`src/csrb_regs.vh`:
```
`ifndef CSRB_REGS_VH
`define CSRB_REGS_VH
// ****************
// Register offsets
// ****************
`define CSRB_A_INDWIN 7'h00
`define CSRB_A_TIMER0_COUNT 7'h01
`define CSRB_A_PCL 7'h02
`define CSRB_A_STAT 7'h03
`define CSRB_A_PTR 7'h04
`define CSRB_A_PA 7'h05
`define CSRB_A_PB 7'h06
`define CSRB_A_PC 7'h07
`define CSRB_A_PCH 7'h0a
`define CSRB_A_INTC 7'h0b
`define CSRB_A_PIRQ 7'h0c
`define CSRB_A_T1L 7'h0e
`define CSRB_A_T1H 7'h0f
`define CSRB_A_T1C 7'h10
`define CSRB_A_T2 7'h11
`define CSRB_A_T2C 7'h12
`define CSRB_A_SBUF 7'h13
`define CSRB_A_SCON 7'h14
`define CSRB_A_CCL 7'h15
`define CSRB_A_CCH 7'h16
`define CSRB_A_CCC 7'h17
`define CSRB_A_ADR 7'h1e
`define CSRB_A_ADC 7'h1f
`define CSRB_BANK1_BASE 8'h80
// ****************
// Field positions and masks
// ****************
`define CSRB_ST_IND_BIT 7
`define CSRB_ST_BSH_BIT 6
`define CSRB_ST_BSL_BIT 5
`define CSRB_ST_TO_BIT 4
`define CSRB_ST_PD_BIT 3
`define CSRB_PIRQ_MASK 8'h4f
`define CSRB_PIRQ_ADC_MASK 8'h40
`define CSRB_T1C_MASK 8'h3f
`define CSRB_T2C_MASK 8'h7f
`define CSRB_CCC_MASK 8'h3f
`define CSRB_ADC_MASK 8'hfd
`define CSRB_PA_MASK 8'h3f
// ****************
// Reset values
// ****************
`define CSRB_RST_ZERO 8'h00
`define CSRB_RST_STAT_POR 8'h18
`define CSRB_RST_PCH 5'h00
`endif

```
`src/csrb_bank0.v`:
```
// Functional notes
// - Core registers mirrored at bank-one addresses
// - No direct access to upper PC
// - Low PC write loads PC high
// - Unimplemented locations read zero
// - Power-on loads full reset values
// - Pin and watchdog resets keep TIMER0, PTR, T1, SBUF, CCL/CCH, ADR, port B/C; others clear or part-clear
// - Every reset makes port A input
// - Port B/C reset is latch value
// - Registers are static storage
// - Bank select picks active bank
// - Indirect window accesses pointer target
//
// Design decision made here: the strobed register port.
`timescale 1ns/1ps
`include "csrb_regs.vh"
module csrb_bank0 #(
  parameter HAS_ADC = 1
) (
  input wire ref_clk,
  input wire reset,
  input wire por_reset,
  input wire [6:0] bus_addr,
  input wire [7:0] bus_wdata,
  input wire bus_wr,
  input wire bus_rd,
  output reg [7:0] bus_rdata,
  input wire [5:0] port_a_pins,
  input wire [7:0] port_b_pins,
  input wire [7:0] port_c_pins,
  output wire [5:0] port_a_latch,
  output wire [7:0] port_b_latch,
  output wire [7:0] port_c_latch,
  output wire port_a_force_input,
  output wire [12:0] pc_out,
  output wire [1:0] bank_select,
  output wire bank_valid,
  input wire [7:0] ext_rdata
);
  // ****************
  // Storage
  // ****************
  // static flops, no refresh
  reg [7:0] timer0_count_q, pcl_q, stat_q, ptr_q, intc_q, pirq_q;
  reg [7:0] t1l_q, t1h_q, t1c_q, t2_q, t2c_q, sbuf_q, scon_q;
  reg [7:0] ccl_q, cch_q, ccc_q, adr_q, adc_q;
  reg [5:0] pa_q;
  reg [7:0] pb_q, pc_q;
  reg [4:0] pch_q, pcu_q;
  reg pa_in_q;
  reg [5:0] pa_s1_q, pa_s2_q;
  reg [7:0] pb_s1_q, pb_s2_q, pc_s1_q, pc_s2_q;

  // ****************
  // Address resolution
  // ****************
  // window uses pointer target
  wire ind = (bus_addr == `CSRB_A_INDWIN);
  wire [6:0] eff_addr = ind ? ptr_q[6:0] : bus_addr;
  assign bank_select = {stat_q[`CSRB_ST_BSH_BIT], stat_q[`CSRB_ST_BSL_BIT]};
  assign bank_valid = (bank_select[1] == 1'b0);
  wire [1:0] eff_bank = ind ? {1'b0, ptr_q[7]} : bank_select;
  // core regs answer in every bank
  function is_core;
    input [6:0] a;
    begin
      is_core = (a == `CSRB_A_PCL) || (a == `CSRB_A_STAT) || (a == `CSRB_A_PTR) ||
                (a == `CSRB_A_PCH) || (a == `CSRB_A_INTC);
    end
  endfunction
  // Core regs must stay reachable even from an unimplemented bank
  wire hit = (eff_bank[1] == 1'b0) || is_core(eff_addr);
  wire wr = bus_wr && hit && !(ind && ptr_q[6:0] == `CSRB_A_INDWIN);
  function adc_ok;
    input dummy;
    begin
      adc_ok = (HAS_ADC != 0);
    end
  endfunction

  // ****************
  // Write and reset
  // ****************
  always @(posedge ref_clk) begin
    if (reset) begin
      if (por_reset) begin
        stat_q <= `CSRB_RST_STAT_POR;
        ptr_q <= `CSRB_RST_ZERO;
        timer0_count_q <= `CSRB_RST_ZERO;
        pb_q <= `CSRB_RST_ZERO;
        pc_q <= `CSRB_RST_ZERO;
        pa_q <= 6'h00;
        intc_q <= `CSRB_RST_ZERO;
        t1l_q <= `CSRB_RST_ZERO;
        t1h_q <= `CSRB_RST_ZERO;
        t1c_q <= `CSRB_RST_ZERO;
        sbuf_q <= `CSRB_RST_ZERO;
        ccl_q <= `CSRB_RST_ZERO;
        cch_q <= `CSRB_RST_ZERO;
        adr_q <= `CSRB_RST_ZERO;
      end else begin
        stat_q <= {3'b000, 2'b00, stat_q[2:0]};
        intc_q <= {7'h00, intc_q[0]};
        pa_q <= {1'b0, pa_q[4], 4'h0};
      end
      pcl_q <= `CSRB_RST_ZERO;
      pch_q <= `CSRB_RST_PCH;
      pcu_q <= `CSRB_RST_PCH;
      pirq_q <= `CSRB_RST_ZERO;
      t2_q <= `CSRB_RST_ZERO;
      t2c_q <= `CSRB_RST_ZERO;
      scon_q <= `CSRB_RST_ZERO;
      ccc_q <= `CSRB_RST_ZERO;
      adc_q <= `CSRB_RST_ZERO;
      pa_in_q <= 1'b1;
    end else if (wr) begin
      if (eff_addr == `CSRB_A_TIMER0_COUNT && eff_bank == 2'b00) begin
        timer0_count_q <= bus_wdata;
      end else if (eff_addr == `CSRB_A_PCL) begin
        pcl_q <= bus_wdata;
        pcu_q <= pch_q;
      end else if (eff_addr == `CSRB_A_STAT) begin
        stat_q <= {bus_wdata[7:5], stat_q[4:3], bus_wdata[2:0]};
      end else if (eff_addr == `CSRB_A_PTR) begin
        ptr_q <= bus_wdata;
      end else if (eff_addr == `CSRB_A_PCH) begin
        pch_q <= bus_wdata[4:0];
      end else if (eff_addr == `CSRB_A_INTC) begin
        intc_q <= bus_wdata;
      end else if (eff_bank == 2'b00) begin
        if (eff_addr == `CSRB_A_PA) begin
          pa_q <= bus_wdata[5:0];
          pa_in_q <= 1'b0;
        end else if (eff_addr == `CSRB_A_PB) begin
          pb_q <= bus_wdata;
        end else if (eff_addr == `CSRB_A_PC) begin
          pc_q <= bus_wdata;
        end else if (eff_addr == `CSRB_A_PIRQ) begin
          pirq_q <= bus_wdata & (adc_ok(1'b0) ? `CSRB_PIRQ_MASK :
                    (`CSRB_PIRQ_MASK & ~`CSRB_PIRQ_ADC_MASK));
        end else if (eff_addr == `CSRB_A_T1L) begin
          t1l_q <= bus_wdata;
        end else if (eff_addr == `CSRB_A_T1H) begin
          t1h_q <= bus_wdata;
        end else if (eff_addr == `CSRB_A_T1C) begin
          t1c_q <= bus_wdata & `CSRB_T1C_MASK;
        end else if (eff_addr == `CSRB_A_T2) begin
          t2_q <= bus_wdata;
        end else if (eff_addr == `CSRB_A_T2C) begin
          t2c_q <= bus_wdata & `CSRB_T2C_MASK;
        end else if (eff_addr == `CSRB_A_SBUF) begin
          sbuf_q <= bus_wdata;
        end else if (eff_addr == `CSRB_A_SCON) begin
          scon_q <= bus_wdata;
        end else if (eff_addr == `CSRB_A_CCL) begin
          ccl_q <= bus_wdata;
        end else if (eff_addr == `CSRB_A_CCH) begin
          cch_q <= bus_wdata;
        end else if (eff_addr == `CSRB_A_CCC) begin
          ccc_q <= bus_wdata & `CSRB_CCC_MASK;
        end else if (eff_addr == `CSRB_A_ADR && adc_ok(1'b0)) begin
          adr_q <= bus_wdata;
        end else if (eff_addr == `CSRB_A_ADC && adc_ok(1'b0)) begin
          adc_q <= bus_wdata & `CSRB_ADC_MASK;
        end
      end
    end
  end

  // ****************
  // Pin synchronisers
  // ****************
  always @(posedge ref_clk) begin
    if (reset) begin
      pa_s1_q <= 6'h00;
      pa_s2_q <= 6'h00;
      pb_s1_q <= 8'h00;
      pb_s2_q <= 8'h00;
      pc_s1_q <= 8'h00;
      pc_s2_q <= 8'h00;
    end else begin
      pa_s1_q <= port_a_pins;
      pa_s2_q <= pa_s1_q;
      pb_s1_q <= port_b_pins;
      pb_s2_q <= pb_s1_q;
      pc_s1_q <= port_c_pins;
      pc_s2_q <= pc_s1_q;
    end
  end

  // ****************
  // Read path
  // ****************
  reg [7:0] rd_d;
  always @* begin
    rd_d = 8'h00;
    if (!hit || (ind && ptr_q[6:0] == `CSRB_A_INDWIN)) begin
      rd_d = 8'h00;
    end else if (eff_addr == `CSRB_A_PCL) begin
      rd_d = pcl_q;
    end else if (eff_addr == `CSRB_A_STAT) begin
      rd_d = stat_q;
    end else if (eff_addr == `CSRB_A_PTR) begin
      rd_d = ptr_q;
    end else if (eff_addr == `CSRB_A_PCH) begin
      rd_d = {3'b000, pch_q};
    end else if (eff_addr == `CSRB_A_INTC) begin
      rd_d = intc_q;
    end else if (eff_bank != 2'b00) begin
      rd_d = ext_rdata;
    end else if (eff_addr == `CSRB_A_TIMER0_COUNT) begin
      rd_d = timer0_count_q;
    end else if (eff_addr == `CSRB_A_PA) begin
      rd_d = {2'b00, pa_s2_q};
    end else if (eff_addr == `CSRB_A_PB) begin
      rd_d = pb_s2_q;
    end else if (eff_addr == `CSRB_A_PC) begin
      rd_d = pc_s2_q;
    end else if (eff_addr == `CSRB_A_PIRQ) begin
      rd_d = pirq_q;
    end else if (eff_addr == `CSRB_A_T1L) begin
      rd_d = t1l_q;
    end else if (eff_addr == `CSRB_A_T1H) begin
      rd_d = t1h_q;
    end else if (eff_addr == `CSRB_A_T1C) begin
      rd_d = t1c_q;
    end else if (eff_addr == `CSRB_A_T2) begin
      rd_d = t2_q;
    end else if (eff_addr == `CSRB_A_T2C) begin
      rd_d = t2c_q;
    end else if (eff_addr == `CSRB_A_SBUF) begin
      rd_d = sbuf_q;
    end else if (eff_addr == `CSRB_A_SCON) begin
      rd_d = scon_q;
    end else if (eff_addr == `CSRB_A_CCL) begin
      rd_d = ccl_q;
    end else if (eff_addr == `CSRB_A_CCH) begin
      rd_d = cch_q;
    end else if (eff_addr == `CSRB_A_CCC) begin
      rd_d = ccc_q;
    end else if (eff_addr == `CSRB_A_ADR) begin
      rd_d = adr_q;
    end else if (eff_addr == `CSRB_A_ADC) begin
      rd_d = adc_q;
    end else if (eff_addr >= 7'h20) begin
      rd_d = ext_rdata;
    end
  end

  always @(posedge ref_clk) begin
    if (reset) begin
      bus_rdata <= 8'h00;
    end else if (bus_rd) begin
      bus_rdata <= rd_d;
    end else begin
      bus_rdata <= 8'h00;
    end
  end

  assign port_a_latch = pa_q;
  assign port_b_latch = pb_q;
  assign port_c_latch = pc_q;
  assign port_a_force_input = pa_in_q;
  assign pc_out = {pcu_q, pcl_q};
endmodule // csrb_bank0

```
`config.mk`:
```
export PLATFORM = sky130hd
export DESIGN_NAME = csrb_bank0
export DESIGN_NICKNAME = d
export VERILOG_FILES = /design/src/csrb_bank0.v
export VERILOG_INCLUDE_DIRS = /design/src /design/src/src
export SDC_FILE = /design/constraint.sdc
export NUM_CORES = 1
export LEC_CHECK = 0
export ABC_AREA = 0
export BUFFER_PORTS_ARGS = -buffer_cell sky130_fd_sc_hd__buf_4
export CAP_MARGIN = 10
export CORE_MARGIN = 10
export CORE_UTILIZATION = 54
export DETAILED_ROUTE_END_ITERATION = 10
export MAX_ROUTING_LAYER = met4
export PLACE_DENSITY = 0.74
export SLEW_MARGIN = 20
export SYNTH_ARGS = -nofsm -noshare
export SYNTH_HDL_FRONTEND = slang
export SYNTH_SLANG_ARGS = --single-unit
```
`constraint.sdc`:
```
create_clock -name ref_clk -period 6.1 [get_ports ref_clk]
set_input_delay 0.915 -clock ref_clk [delete_from_list [all_inputs] [get_ports ref_clk]]
set_output_delay 0.915 -clock ref_clk [all_outputs]
set_load 0.01 [all_outputs]
```
Word level (Yosys, flattened, before mapping)
Index checks and enable logic that the tools add are counted.
- magnitude comparators: 1
- equality and inequality tests: 43
- multiplexer cells: 216
- bitwise gates (word level): 24
- reduce and logical (&&, ||, !) cells: 59
- operator list (kind ; count):
    $mux 8 ; 201
    $eq 7x5->1 const B ; 10
    $mux 6 ; 10
    $reduce_and 24->1 ; 2
    $reduce_and 22->1 ; 2
    $ne 2x2->1 const B ; 20
    $reduce_and 19->1 ; 2
    $eq 7x4->1 const B ; 5
    $reduce_bool 2->1 ; 17
    $reduce_and 16->1 ; 2
    $eq 7x3->1 const B ; 4
    $not 1->1 ; 24
    $reduce_and 12->1 ; 2
    $reduce_and 21->1 ; 1
    $reduce_and 9->1 ; 2
    $reduce_and 17->1 ; 1
    $reduce_and 15->1 ; 1
    $eq 7x2->1 const B ; 2
    $logic_not 7->1 ; 2
    $reduce_and 14->1 ; 1
    $reduce_and 6->1 ; 2
    $reduce_and 11->1 ; 1
    $mux 5 ; 2
    $reduce_and 10->1 ; 1
    other kinds (16) ; 26
- register bits after elaboration: 222
- input bits: 50
- output and inout port bits: 47
- logic and storage cells: 378

Logic depth before layout (Yosys ltp)
Gate-level depths: netlist of run 1.
- word-level depth: 27
- depth in mapped cells: 10
- depth with buffers taken out: 7

Least setup slack after synthesis of run 1
No wires, ideal clock.
- path kind: input to register
- start point: input bus_addr[2]
- end point: register pb_q[0] (netlist: port_b_latch[0]), enable pin
- setup time: 384 ps
- arrival time: 3122 ps
- data required time: 5716 ps
- path slack: 2594 ps
- stages on the path: 7
- buffers on the path: 1
- cell sequence: buf_2 > or4_1 > o21ai_0 > nor2_1 > nor3_4 > nand3_1 > o21ai_0
- cells in the longest elaborated chain, start to end: 12
- elaborated cells between the ends (all ways): 34
- those cells by class: eq/ne: 15; mux: 2; bitwise: 1; reduce/logical: 16
- RTL lines (item ; RTL line ; source):
    from (decl) ; csrb_bank0.v:23 ; input wire [6:0] bus_addr,
    $logic_not 7->1 (no source line) ; -- ;
    $mux 7 ; csrb_bank0.v:59 ; wire [6:0] eff_addr = ind ? ptr_q[6:0] : bus_addr;
    $eq 7x2->1 (no source line) ; -- ;
    $logic_or 1x1->1 (4 in series) ; csrb_bank0.v:67 ; is_core = (a == `CSRB_A_PCL) || (a == `CSRB_A_STAT) || (a == `CSRB_A_PTR) ||
    $logic_or 1x1->1 ; csrb_bank0.v:72 ; wire hit = (eff_bank[1] == 1'b0) || is_core(eff_addr);
    $logic_and 1x1->1 (2 in series) ; csrb_bank0.v:73 ; wire wr = bus_wr && hit && !(ind && ptr_q[6:0] == `CSRB_A_INDWIN);
    $reduce_bool 2->1 (no source line) ; -- ;
    $reduce_and 11->1 (no source line) (*) ; -- ;
    to (signal assigned) ; csrb_bank0.v:90 ; pb_q <= `CSRB_RST_ZERO;
    to (signal assigned) ; csrb_bank0.v:135 ; pb_q <= bus_wdata;
    to (decl) ; csrb_bank0.v:48 ; reg [7:0] pb_q, pc_q;
Every way passes the cells marked *; elsewhere a longest branch is shown, timed or not.
A chain may end at the register's enable or synchronous reset.

Worst setup path after layout of run 1
- start point: input bus_addr[4]
- end point: register pc_q[0] (netlist: port_c_latch[0]), enable pin
- cells in the longest elaborated chain, start to end: 12
- elaborated cells between the ends (all ways): 36
- those cells by class: eq/ne: 17; mux: 2; bitwise: 1; reduce/logical: 16
- RTL lines (item ; RTL line ; source):
    $logic_not 7->1 (no source line) ; -- ;
    $mux 7 ; csrb_bank0.v:59 ;
    $eq 7x2->1 (no source line) ; -- ;
    $logic_or 1x1->1 (4 in series) ; csrb_bank0.v:67 ;
    $logic_or 1x1->1 ; csrb_bank0.v:72 ;
    $logic_and 1x1->1 (2 in series) ; csrb_bank0.v:73 ;
    $reduce_bool 2->1 (no source line) ; -- ;
    $reduce_and 12->1 (no source line) (*) ; -- ;
    to (signal assigned) ; csrb_bank0.v:91 ; pc_q <= `CSRB_RST_ZERO;
    to (signal assigned) ; csrb_bank0.v:137 ; pc_q <= bus_wdata;
    to (decl) ; csrb_bank0.v:48 ;
Marks and branches as above.

==> flow_summary_export.csv, run 1 <==
group,metric,value,unit
min_path,hold_class,"register to register",
power_and_ir_drop,leakagePower,4.097,nW
critical_path,end_kind,"register",
power_and_ir_drop,vdd_drop_max,0.0002327,V
critical_path,path_cells,"buf_4 -> nor3_4 -> a31oi_1 -> or3b_1 -> a21oi_1 -> nand3_1 -> o21ai_1 -> o21a_1",
synth,synth.yosys.seq_area_share,0.5578,
drt,avgRoutedWirePerCell,29.22,µm
timing,rsz0062_at_grt,"false",
placed_design,dpl.hpwl,26220,µm
drt,viasPerCell,6.678,
power_and_ir_drop,power.density,285.6,nW/µm²
drt,first_pass_iters,5,
timing,post-route-period-util,0.6625,
synth,ys_ff_latch,219,
timing,max_clock_freq,0.2475,GHz
synth,syn-cell-area,9779,µm²
cts,htreeDepth,1,
final_layout,n_antenna_cell,0,
run,max_cap_violations,0,
synth,synthCells,896,
synth,synthArstFlopShare,0,
drt,detail-route-antenna-nets,0,
die,die_area,23890,µm²
critical_path,slowest_delay,0.68,ns
timing,finalSetupTns,0,ns
final_layout,fin_nets,1030,
drt,drt_iter0_drc,1124,
die,core_area,17900,µm²
grt,grt_first_pass_wirelength,51720,µm
placed_design,place_ws,1.678,ns
die,row_count,49,
placed_design,port_buffers,96,
timing,setup_slack,2.059,ns
critical_path,critPathMaxFanout,17,
synth,yosysWarnings,0,
critical_path,slowest_stage,"o21ai_1",
critical_path,start_kind,"primary input",
cts,cts_setup_buffers,0,
status,status,"complete, no violations",
grt,grt_overflow,0,
cts,cts_root_buf,"clkbuf_16",
grt,grtUsageTotal,0.2949,
synth,synth_flop_cell,"dfxtp_1",
synth,synth_edf_count,107,
synth,syn_avg_cell_area,10.91,µm²
die,ioPinCount,97,
grt,antenna_found_initial,1,
die,floorplan.initialDensity,0.5463,
cts,clockBufferDepth,3,
critical_path,cp.arrival,4.21,ns
timing,slew_viol_final,0,
grt,grt_max_degree,86,
final_layout,fin_area,11380,µm²
cts,cts_hold_buf,0,
cts,cts.sinks,219,
final_layout,synthToLayoutAreaGrowth,16.33,%
cts,clk_latency,0.52,ns
final_layout,drive_gt1_frac,0.2000,
timing,tightest_slew,1.178,ns
timing,slew_headroom,0.2084,
synth,synth_cell_types,78,
drt,vias,8174,
cts,clkSlewWorstSetupHoldPaths,0.06,ns
critical_path,worstSetupPathType,"primary input to register",
timing,hold_violations,0,
cts,post_cts_resize_count,0,
cts,cts_tree,"built",
timing,skew,0.01532,ns
placed_design,place_area,10660,µm²
synth,syn_nets,946,
timing,min_period,4.041,ns
placed_design,gp_congestion,1.049,
timing,setup_viol,0,
die,die_h,154.6,µm
cts,numCtsBuffers,23,
drt,wl,35770,µm
critical_path,required,6.27,ns
grt,grt_pass1_vias,7779,
drt,drc,0,
die,fp.dieW,154.6,µm
==> layout by cell type, fill, tap and decap left out, types with 11 or more instances in the layout <==
master and count:
edfxtp_1 107, dfxtp_1 112, buf_4 114, a21oi_1 52, mux2i_1 41, nor2_1 84
a32oi_1 11, inv_1 12, o21ai_0 31, nand3_1 41, nor2b_1 65, a221oi_1 12
clkbuf_16 25, nand2_1 54, nor3_1 17
==> logic make-up (layout without fill, tap and decap cells) <==
kind of cell | after synthesis | after routing | share of synthesized area
AND/OR/NAND/NOR | 335 | 335 | 0.1929
flip-flops | 219 | 219 | 0.5578
multiplexers | 42 | 42 | 0.04312
buffers and inverters | 67 | 166 | 0.03173
AO/OA/AOI/OAI | 233 | 233 | 0.1744
==> critical path: cells and delay by family <==
family	cells	cell delay (ns)
buffers and inverters	1	0.16
AND/OR/NAND/NOR	3	1.34
AO/OA/AOI/OAI	4	1.77
==> synth_stat cells (3+ instances only) <==
cell type / n / area (µm²)
a31o_2: 7 / 61.31
a221o_1: 3 / 30.03
nor2b_1: 67 / 419.2
nor2_1: 84 / 315.3
a32oi_1: 11 / 96.34
nand2b_1: 8 / 50.05
nor3_1: 17 / 85.08
o311ai_0: 4 / 35.03
nor3_2: 4 / 40.04
o2111ai_1: 5 / 43.79
o221a_2: 5 / 56.30
a22o_1: 4 / 35.03
nand3_1: 41 / 205.2
o21a_1: 8 / 60.06
nand4_1: 6 / 37.54
buf_4: 7 / 52.55
buf_2: 14 / 70.07
a31oi_2: 3 / 37.54
edfxtp_1: 107 / 3213
a22oi_1: 9 / 67.56
o211ai_1: 6 / 45.04
o22ai_1: 6 / 37.54
mux2i_1: 41 / 410.4
o31ai_1: 4 / 30.03
a31oi_1: 10 / 62.56
a21oi_1: 52 / 260.3
nand2_1: 54 / 202.7
o21ai_0: 35 / 175.2
dfxtp_1: 112 / 2242
a2111oi_0: 4 / 35.03
nor4_2: 7 / 87.58
nor4_1: 11 / 68.82
nor4_4: 3 / 63.81
a21o_1: 7 / 52.55
o32ai_1: 5 / 43.79
a221oi_1: 12 / 105.1
a211oi_1: 5 / 37.54
inv_1: 12 / 45.04
a211o_1: 3 / 26.28
or2_2: 4 / 25.02
or3_1: 5 / 31.28
o221ai_1: 5 / 43.79
clkbuf_1: 31 / 116.4
==> routing by layer <==
| metal | up-vias | global-route usage | share of wire |
|---|---|---|---|
| met5 | - | - | 0 |
| met3 | 123 | 0.07238 | 0.11 |
| met2 | 575 | 0.4425 | 0.45 |
| met1 | 3908 | 0.3715 | 0.39 |
| met4 | 0 | 0.1318 | 0.052 |
| li1 | 3568 | - | - |
==> path summary, 6_finish.rpt <==
check	from	cells past startpoint	end	slack, ns
min reg2reg	pb_s1_q[7]$_SDFF_PP0_	1	pb_s2_q[7]$_SDFF_PP0_	0.43
max reg2reg	ptr_q[1]$_DFFE_PP_	7	port_c_latch[0]$_DFFE_PP_	2.19
min	pb_s1_q[7]$_SDFF_PP0_	1	pb_s2_q[7]$_SDFF_PP0_	0.43
max	bus_addr[4]	8	port_c_latch[0]$_DFFE_PP_	2.06
==> report_power, final <==
part           switching (W)  leakage (nW)  internal [W]  total (W)
Clock               0.000564         0.350      0.000769    0.00133
Sequential         0.0000244          1.91       0.00160    0.00163
Combinational       0.000194          1.84     0.0000938   0.000288
==> area by class of cell <==
cell class              instances  area (µm²)
clock buffers                  35       683.2
clock inverters                 5       25.02
fillers                      1507        6526
inverters                      12       45.04
multi-input cells             610        4025
flip-flops and latches        219        5455
well taps                     229       286.5
repair buffers                114       855.8
==> through the flow <==
step / instances / util / power, W / hold slack (ns)
6_report: 1224 / 0.6354 / 0.003249 / 0.4318
5_1_grt: 1224 / 0.6354 / 0.003330 / 0.4467
4_1_cts: 1224 / 0.6351 / 0.003243 / 0.4350
3_5_place_dp: 1184 / 0.5955 / 0.001935 / 0.4218
3_3_place_gp: 1184 / 0.5955 / 0.001935 / 0.4175
2_1_floorplan: 896 / - / 0.001800 / 0.4138
Note: power is estimated with default switching activity, not from simulation.
==> run 2, diff against run 1 <==
clock period = 3.9 ns   (was 6.1 ns; I/O delays follow)
==> run 2 against run 1 <==
First-iteration DRC count increased by 2.8%. Highest routed layer unchanged. Worst setup slack got worse by 1.4 ns. Final cell count increased by 4.3%.
==> flow_summary_export.csv, run 2 (synthesis gave the netlist of run 1 again) <==
group,metric,value,unit
timing,skew,0.03273,ns
critical_path,critPathMaxFanout,7,
min_path,min-delay-start,"port_c_pins[3]",
cts,cts_setup_buffers,0,
run,max_cap_violations,0,
cts,cts_root_buf,"clkbuf_16",
cts,cts.sinks,219,
drt,viasPerCell,6.721,
cts,post_cts_resize_count,0,
grt,grt_max_degree,74,
timing,slew_viol_final,0,
drt,drc,0,
status,status,"complete, no violations",
final_layout,layout_common_cells,"buf_4 (166), dfxtp_1 (112), edfxtp_1 (107), nor2_1 (84), nor2b_1 (62)",
drt,avgRoutedWirePerCell,28.84,µm
drt,vias,8583,
timing,max_clock_freq,0.3103,GHz
power_and_ir_drop,pwr-share-comb,0.092,
power_and_ir_drop,pwr-share-seq,0.487,
die,ioPinCount,97,
cts,cts_hold_buf,0,
drt,detail-route-antenna-nets,0,
critical_path,regToRegEndpoint,"bus_rdata[0]$_SDFF_PP0_",
die,die_area,23890,µm²
power_and_ir_drop,leakagePower,4.398,nW
power_and_ir_drop,power,0.005224,W
timing,min_period,3.223,ns
critical_path,required,4.34,ns
min_path,min_to,"pc_s1_q[3]$_SDFF_PP0_",
cts,clockBufferDepth,3,
critical_path,critPathBufInv,1,
timing,post-route-period-util,0.8264,
critical_path,crit_top_cell,"nand3_1",
cts,clk_latency,0.54,ns
grt,grt_overflow,0,
grt,grt_first_pass_wirelength,53740,µm
cts,clkSlewWorstSetupHoldPaths,0.06,ns
power_and_ir_drop,swShare,0.2396,
power_and_ir_drop,clock_power_share,0.421,
final_layout,num-fill-cells,1490,
final_layout,multiInputGateArea,4030,µm²
cts,numCtsBuffers,22,
critical_path,regToRegStartpoint,"ptr_q[3]$_DFFE_PP_",
critical_path,worstSetupPathType,"register to register",
die,die_h,154.6,µm
critical_path,slowest_delay,0.65,ns
final_layout,drive_gt1_frac,0.2452,
final_layout,ff_latch_area,5455,µm²
timing,slew_headroom,0.2719,
critical_path,r2r_cells,8,
timing,setup_viol,0,
grt,grt_pass1_vias,8154,
placed_design,gp_congestion,1.057,
timing,rsz0062_at_grt,"false",
critical_path,slowest_stage,"nor4b_2",
final_layout,n_antenna_cell,0,
die,fp.dieW,154.6,µm
power_and_ir_drop,power.internal,0.003972,W
min_path,holdPathStages,2,
drt,wl,36830,µm
die,core_area,17900,µm²
placed_design,port_buffers,96,
timing,finalSetupTns,0,ns
grt,antenna_found_initial,0,
power_and_ir_drop,power.switching,0.001252,W
critical_path,cp_top_family,"simple AND/OR/NAND/NOR gates",
critical_path,end_kind,"register",
die,floorplan.initialDensity,0.5463,
cts,cts_tree,"built",
critical_path,start_kind,"register",
power_and_ir_drop,power.density,440.9,nW/µm²
final_layout,fin_nets,1082,
final_layout,synthToLayoutAreaGrowth,21.15,%
drt,first_pass_iters,9,
grt,grtUsageTotal,0.3052,
placed_design,dpl.hpwl,27820,µm
critical_path,path_cells,"nor4b_2 -> a32oi_1 -> nor2_1 -> buf_4 -> nand3_1 -> a31oi_1 -> o2111ai_1 -> nand3_1",
timing,tightest_slew,1.090,ns
cts,htreeDepth,1,
critical_path,worst-r2r-setup-slack,0.68,ns
critical_path,cp.arrival,3.66,ns
drt,drt_iter0_drc,1155,
timing,hold_violations,0,
min_path,hold_class,"primary input to register",
power_and_ir_drop,vdd_drop_max,0.0004454,V
final_layout,final_common_cell,"buf_4",
die,row_count,49,
run 2: per-stage QoR:
stage | utilization | hold WS (ns) | instance area (µm²) | instances | setup WS [ns]
floorplan | - | 0.4138 | 9779 | 896 | 0.7236
global placement | 0.6187 | 0.4181 | 11080 | 1237 | 0.4170
detailed placement | 0.6188 | 0.4242 | 11080 | 1237 | 0.4117
CTS | 0.6615 | 0.2542 | 11840 | 1277 | 0.8468
global route | 0.6618 | 0.2587 | 11850 | 1277 | 0.6191
finish | 0.6618 | 0.2578 | 11850 | 1277 | 0.6769
run 2: worst register-to-register path, cell delays in order, from the launching register on:
cell and delay [ns]:
edfxtp_1 0.53, nor4b_2 0.65, a32oi_1 0.39, nor2_1 0.54
buf_4 0.25, nand3_1 0.13, a31oi_1 0.30, o2111ai_1 0.19
nand3_1 0.17
run 2: cell type report:
class                   instances  share of cell area
flip-flops and latches        219              0.4605
multi-input cells             610              0.3402
repair buffers                167              0.1069
clock buffers                  30             0.05428
well taps                     229             0.02418
clock inverters                10             0.01024
inverters                      12            0.003802
run 2: how the worst max path moves through the flow:
stage | startpoint | endpoint | slack (ns) | cells after the start
6_report | ptr_q[3]$_DFFE_PP_ | bus_rdata[0]$_SDFF_PP0_ | 0.68 | 8
4_1_cts | ptr_q[2]$_DFFE_PP_ | ccl_q[0]$_DFFE_PP_ | 0.85 | 8
2_1_floorplan | bus_addr[2] | port_b_latch[0]$_DFFE_PP_ | 0.72 | 7
5_1_grt | ptr_q[4]$_DFFE_PP_ | sbuf_q[0]$_DFFE_PP_ | 0.62 | 9
3_5_place_dp | bus_addr[2] | sbuf_q[5]$_DFFE_PP_ | 0.41 | 9
3_3_place_gp | bus_addr[4] | sbuf_q[5]$_DFFE_PP_ | 0.42 | 10
run 2: power by group through the flow:
stage	clock [W]	combinational [W]	sequential (W)
floorplan	0	0.000232	0.00258
detailed placement	0	0.000464	0.00259
global route	0.00229	0.000502	0.00255
finish	0.00220	0.000481	0.00255
CTS	0.00220	0.000467	0.00254
global placement	0	0.000466	0.00259
run 2: routing by layer:
layer  vias to the layer above  share of wire  track usage
li1                       3663              -            -
met1                      4121           0.39       0.4000
met2                       670           0.45       0.4605
met3                       129           0.11      0.05241
met4                         0          0.049       0.1278
met5                         -              0            -
==> run 3, diff against run 2 <==
clock period = 3.4 ns   (was 3.9 ns; I/O delays follow)
==> run 3 against run 2 <==
Sequential power is 15% higher. Critical path depth up 1. First-iteration DRC count fell by 6.1%. Sequential cell count did not move. Power grew 15%. Sequential share of layout area fell by 0.92 points. Critical path type unchanged.
==> flow_summary_export.csv, run 3 (synthesis gave the netlist of run 1 again) <==
group,metric,value,unit
timing,post-route-period-util,0.9074,
final_layout,num-fill-cells,1433,
die,floorplan.initialDensity,0.5463,
timing,setup_viol,0,
final_layout,fin_nets,1115,
cts,post_cts_resize_count,0,
critical_path,critPathMaxFanout,8,
drt,drt_iter0_drc,1084,
run,max_cap_violations,0,
min_path,hold_class,"primary input to register",
grt,grtUsageTotal,0.3041,
cts,cts_tree,"built",
timing,finalSetupTns,0,ns
power_and_ir_drop,power.switching,0.001458,W
placed_design,place_area,11320,µm²
drt,viasPerCell,6.588,
timing,max_clock_freq,0.3241,GHz
timing,hold_violations,0,
cts,clockBufferDepth,3,
drt,avgRoutedWirePerCell,28.17,µm
cts,clk_latency,0.52,ns
final_layout,drive_gt1_frac,0.2671,
final_layout,final_common_cell,"buf_4",
timing,tightest_slew,0.9824,ns
die,die_area,23890,µm²
placed_design,port_buffers,96,
cts,cts_root_buf,"clkbuf_16",
critical_path,end_kind,"register",
power_and_ir_drop,power.density,498.9,nW/µm²
grt,grt_first_pass_wirelength,53520,µm
final_layout,layout_common_cells,"buf_4 (197), dfxtp_1 (112), edfxtp_1 (107), nor2_1 (84), nor2b_1 (65)",
final_layout,synthToLayoutAreaGrowth,23.63,%
grt,grt_pass1_vias,8178,
cts,numCtsBuffers,23,
die,row_count,49,
timing,min_period,3.085,ns
grt,grt_overflow,0,
placed_design,dpl.hpwl,27840,µm
critical_path,worstSetupPathType,"register to register",
grt,grt_max_degree,64,
power_and_ir_drop,clock_power_share,0.422,
power_and_ir_drop,pwr-share-comb,0.095,
power_and_ir_drop,power.internal,0.004574,W
power_and_ir_drop,pwr-share-seq,0.483,
die,die_h,154.6,µm
placed_design,gp_congestion,1.078,
drt,detail-route-antenna-nets,0,
power_and_ir_drop,leakagePower,4.541,nW
die,fp.dieW,154.6,µm
drt,vias,8637,
timing,slew_viol_final,0,
timing,slew_headroom,0.3421,
cts,clkSlewWorstSetupHoldPaths,0.06,ns
critical_path,cp.arrival,3.26,ns
grt,antenna_found_initial,0,
drt,first_pass_iters,5,
power_and_ir_drop,vdd_drop_max,0.0005259,V
timing,rsz0062_at_grt,"false",
timing,skew,0.008012,ns
timing,hold-worst-slack,0.1998,ns
drt,wl,36930,µm
cts,cts.sinks,219,
final_layout,fin_area,12090,µm²
status,status,"complete, no violations",
die,ioPinCount,97,
cts,htreeDepth,1,
critical_path,start_kind,"register",
power_and_ir_drop,swShare,0.2417,
die,core_area,17900,µm²
final_layout,n_antenna_cell,0,
critical_path,required,3.58,ns
cts,cts_setup_buffers,0,
cts,cts_hold_buf,0,
drt,drc,0,
[run 3: through the flow]
step | worst slack (ns) | total power [W] | util | cells
6_report | 0.3148 | 0.006032 | 0.6754 | 1311
5_1_grt | 0.1584 | 0.006169 | 0.6754 | 1311
4_1_cts | 0.4111 | 0.006033 | 0.6754 | 1311
3_5_place_dp | 0.07385 | 0.003524 | 0.6326 | 1269
3_3_place_gp | 0.07387 | 0.003521 | 0.6326 | 1269
2_1_floorplan | 0.2986 | 0.003230 | - | 896
[run 3: layout make-up]
cell class              count  area, µm²  share of cell area
flip-flops and latches    219       5455              0.4512
multi-input cells         610       4019              0.3324
repair buffers            199       1519              0.1256
clock buffers              24      589.3             0.04874
well taps                 229      286.5             0.02370
clock inverters            18      176.4             0.01459
inverters                  12      45.04            0.003726
[run 3: final timing paths]
check | startpoint | endpoint | slack, ns | cells past startpoint
setup / recovery | ptr_q[2]$_DFFE_PP_ | ccl_q[7]$_DFFE_PP_ | 0.31 | 9
hold / removal | port_b_pins[4] | pb_s1_q[4]$_SDFF_PP0_ | 0.20 | 2
setup reg to reg | ptr_q[2]$_DFFE_PP_ | ccl_q[7]$_DFFE_PP_ | 0.31 | 9
hold reg to reg | pa_s1_q[5]$_SDFF_PP0_ | pa_s2_q[5]$_SDFF_PP0_ | 0.43 | 1
[run 3: per-layer routing]
layer | global-route usage | share of wire | vias to the layer above | wire [µm]
met5 | - | 0 | - | 0
met4 | 0.1224 | 0.049 | 0 | 1822
met3 | 0.06822 | 0.11 | 133 | 4086
met2 | 0.4637 | 0.45 | 603 | 16610
met1 | 0.3860 | 0.39 | 4156 | 14410
li1 | - | - | 3745 | -
[run 3: worst max-delay path, stage by stage, from the launching register on]
cell      delay (ns)
edfxtp_1        0.39
nor4b_2         0.18
buf_4           0.16
a32oi_1         0.63
nor2_1          0.21
nor3_4          0.25
nand3_1         0.18
o21ai_0         0.23
buf_4           0.16
o21a_1          0.35
[run 3: power groups by stage]
stage | clock [W] | combinational [W] | sequential [W]
after floorplan | 0 | 0.000266 | 0.00296
after CTS | 0.00256 | 0.000555 | 0.00291
after global routing | 0.00265 | 0.000599 | 0.00292
final | 0.00254 | 0.000572 | 0.00292
after global placement | 0 | 0.000552 | 0.00297
after detailed placement | 0 | 0.000554 | 0.00297
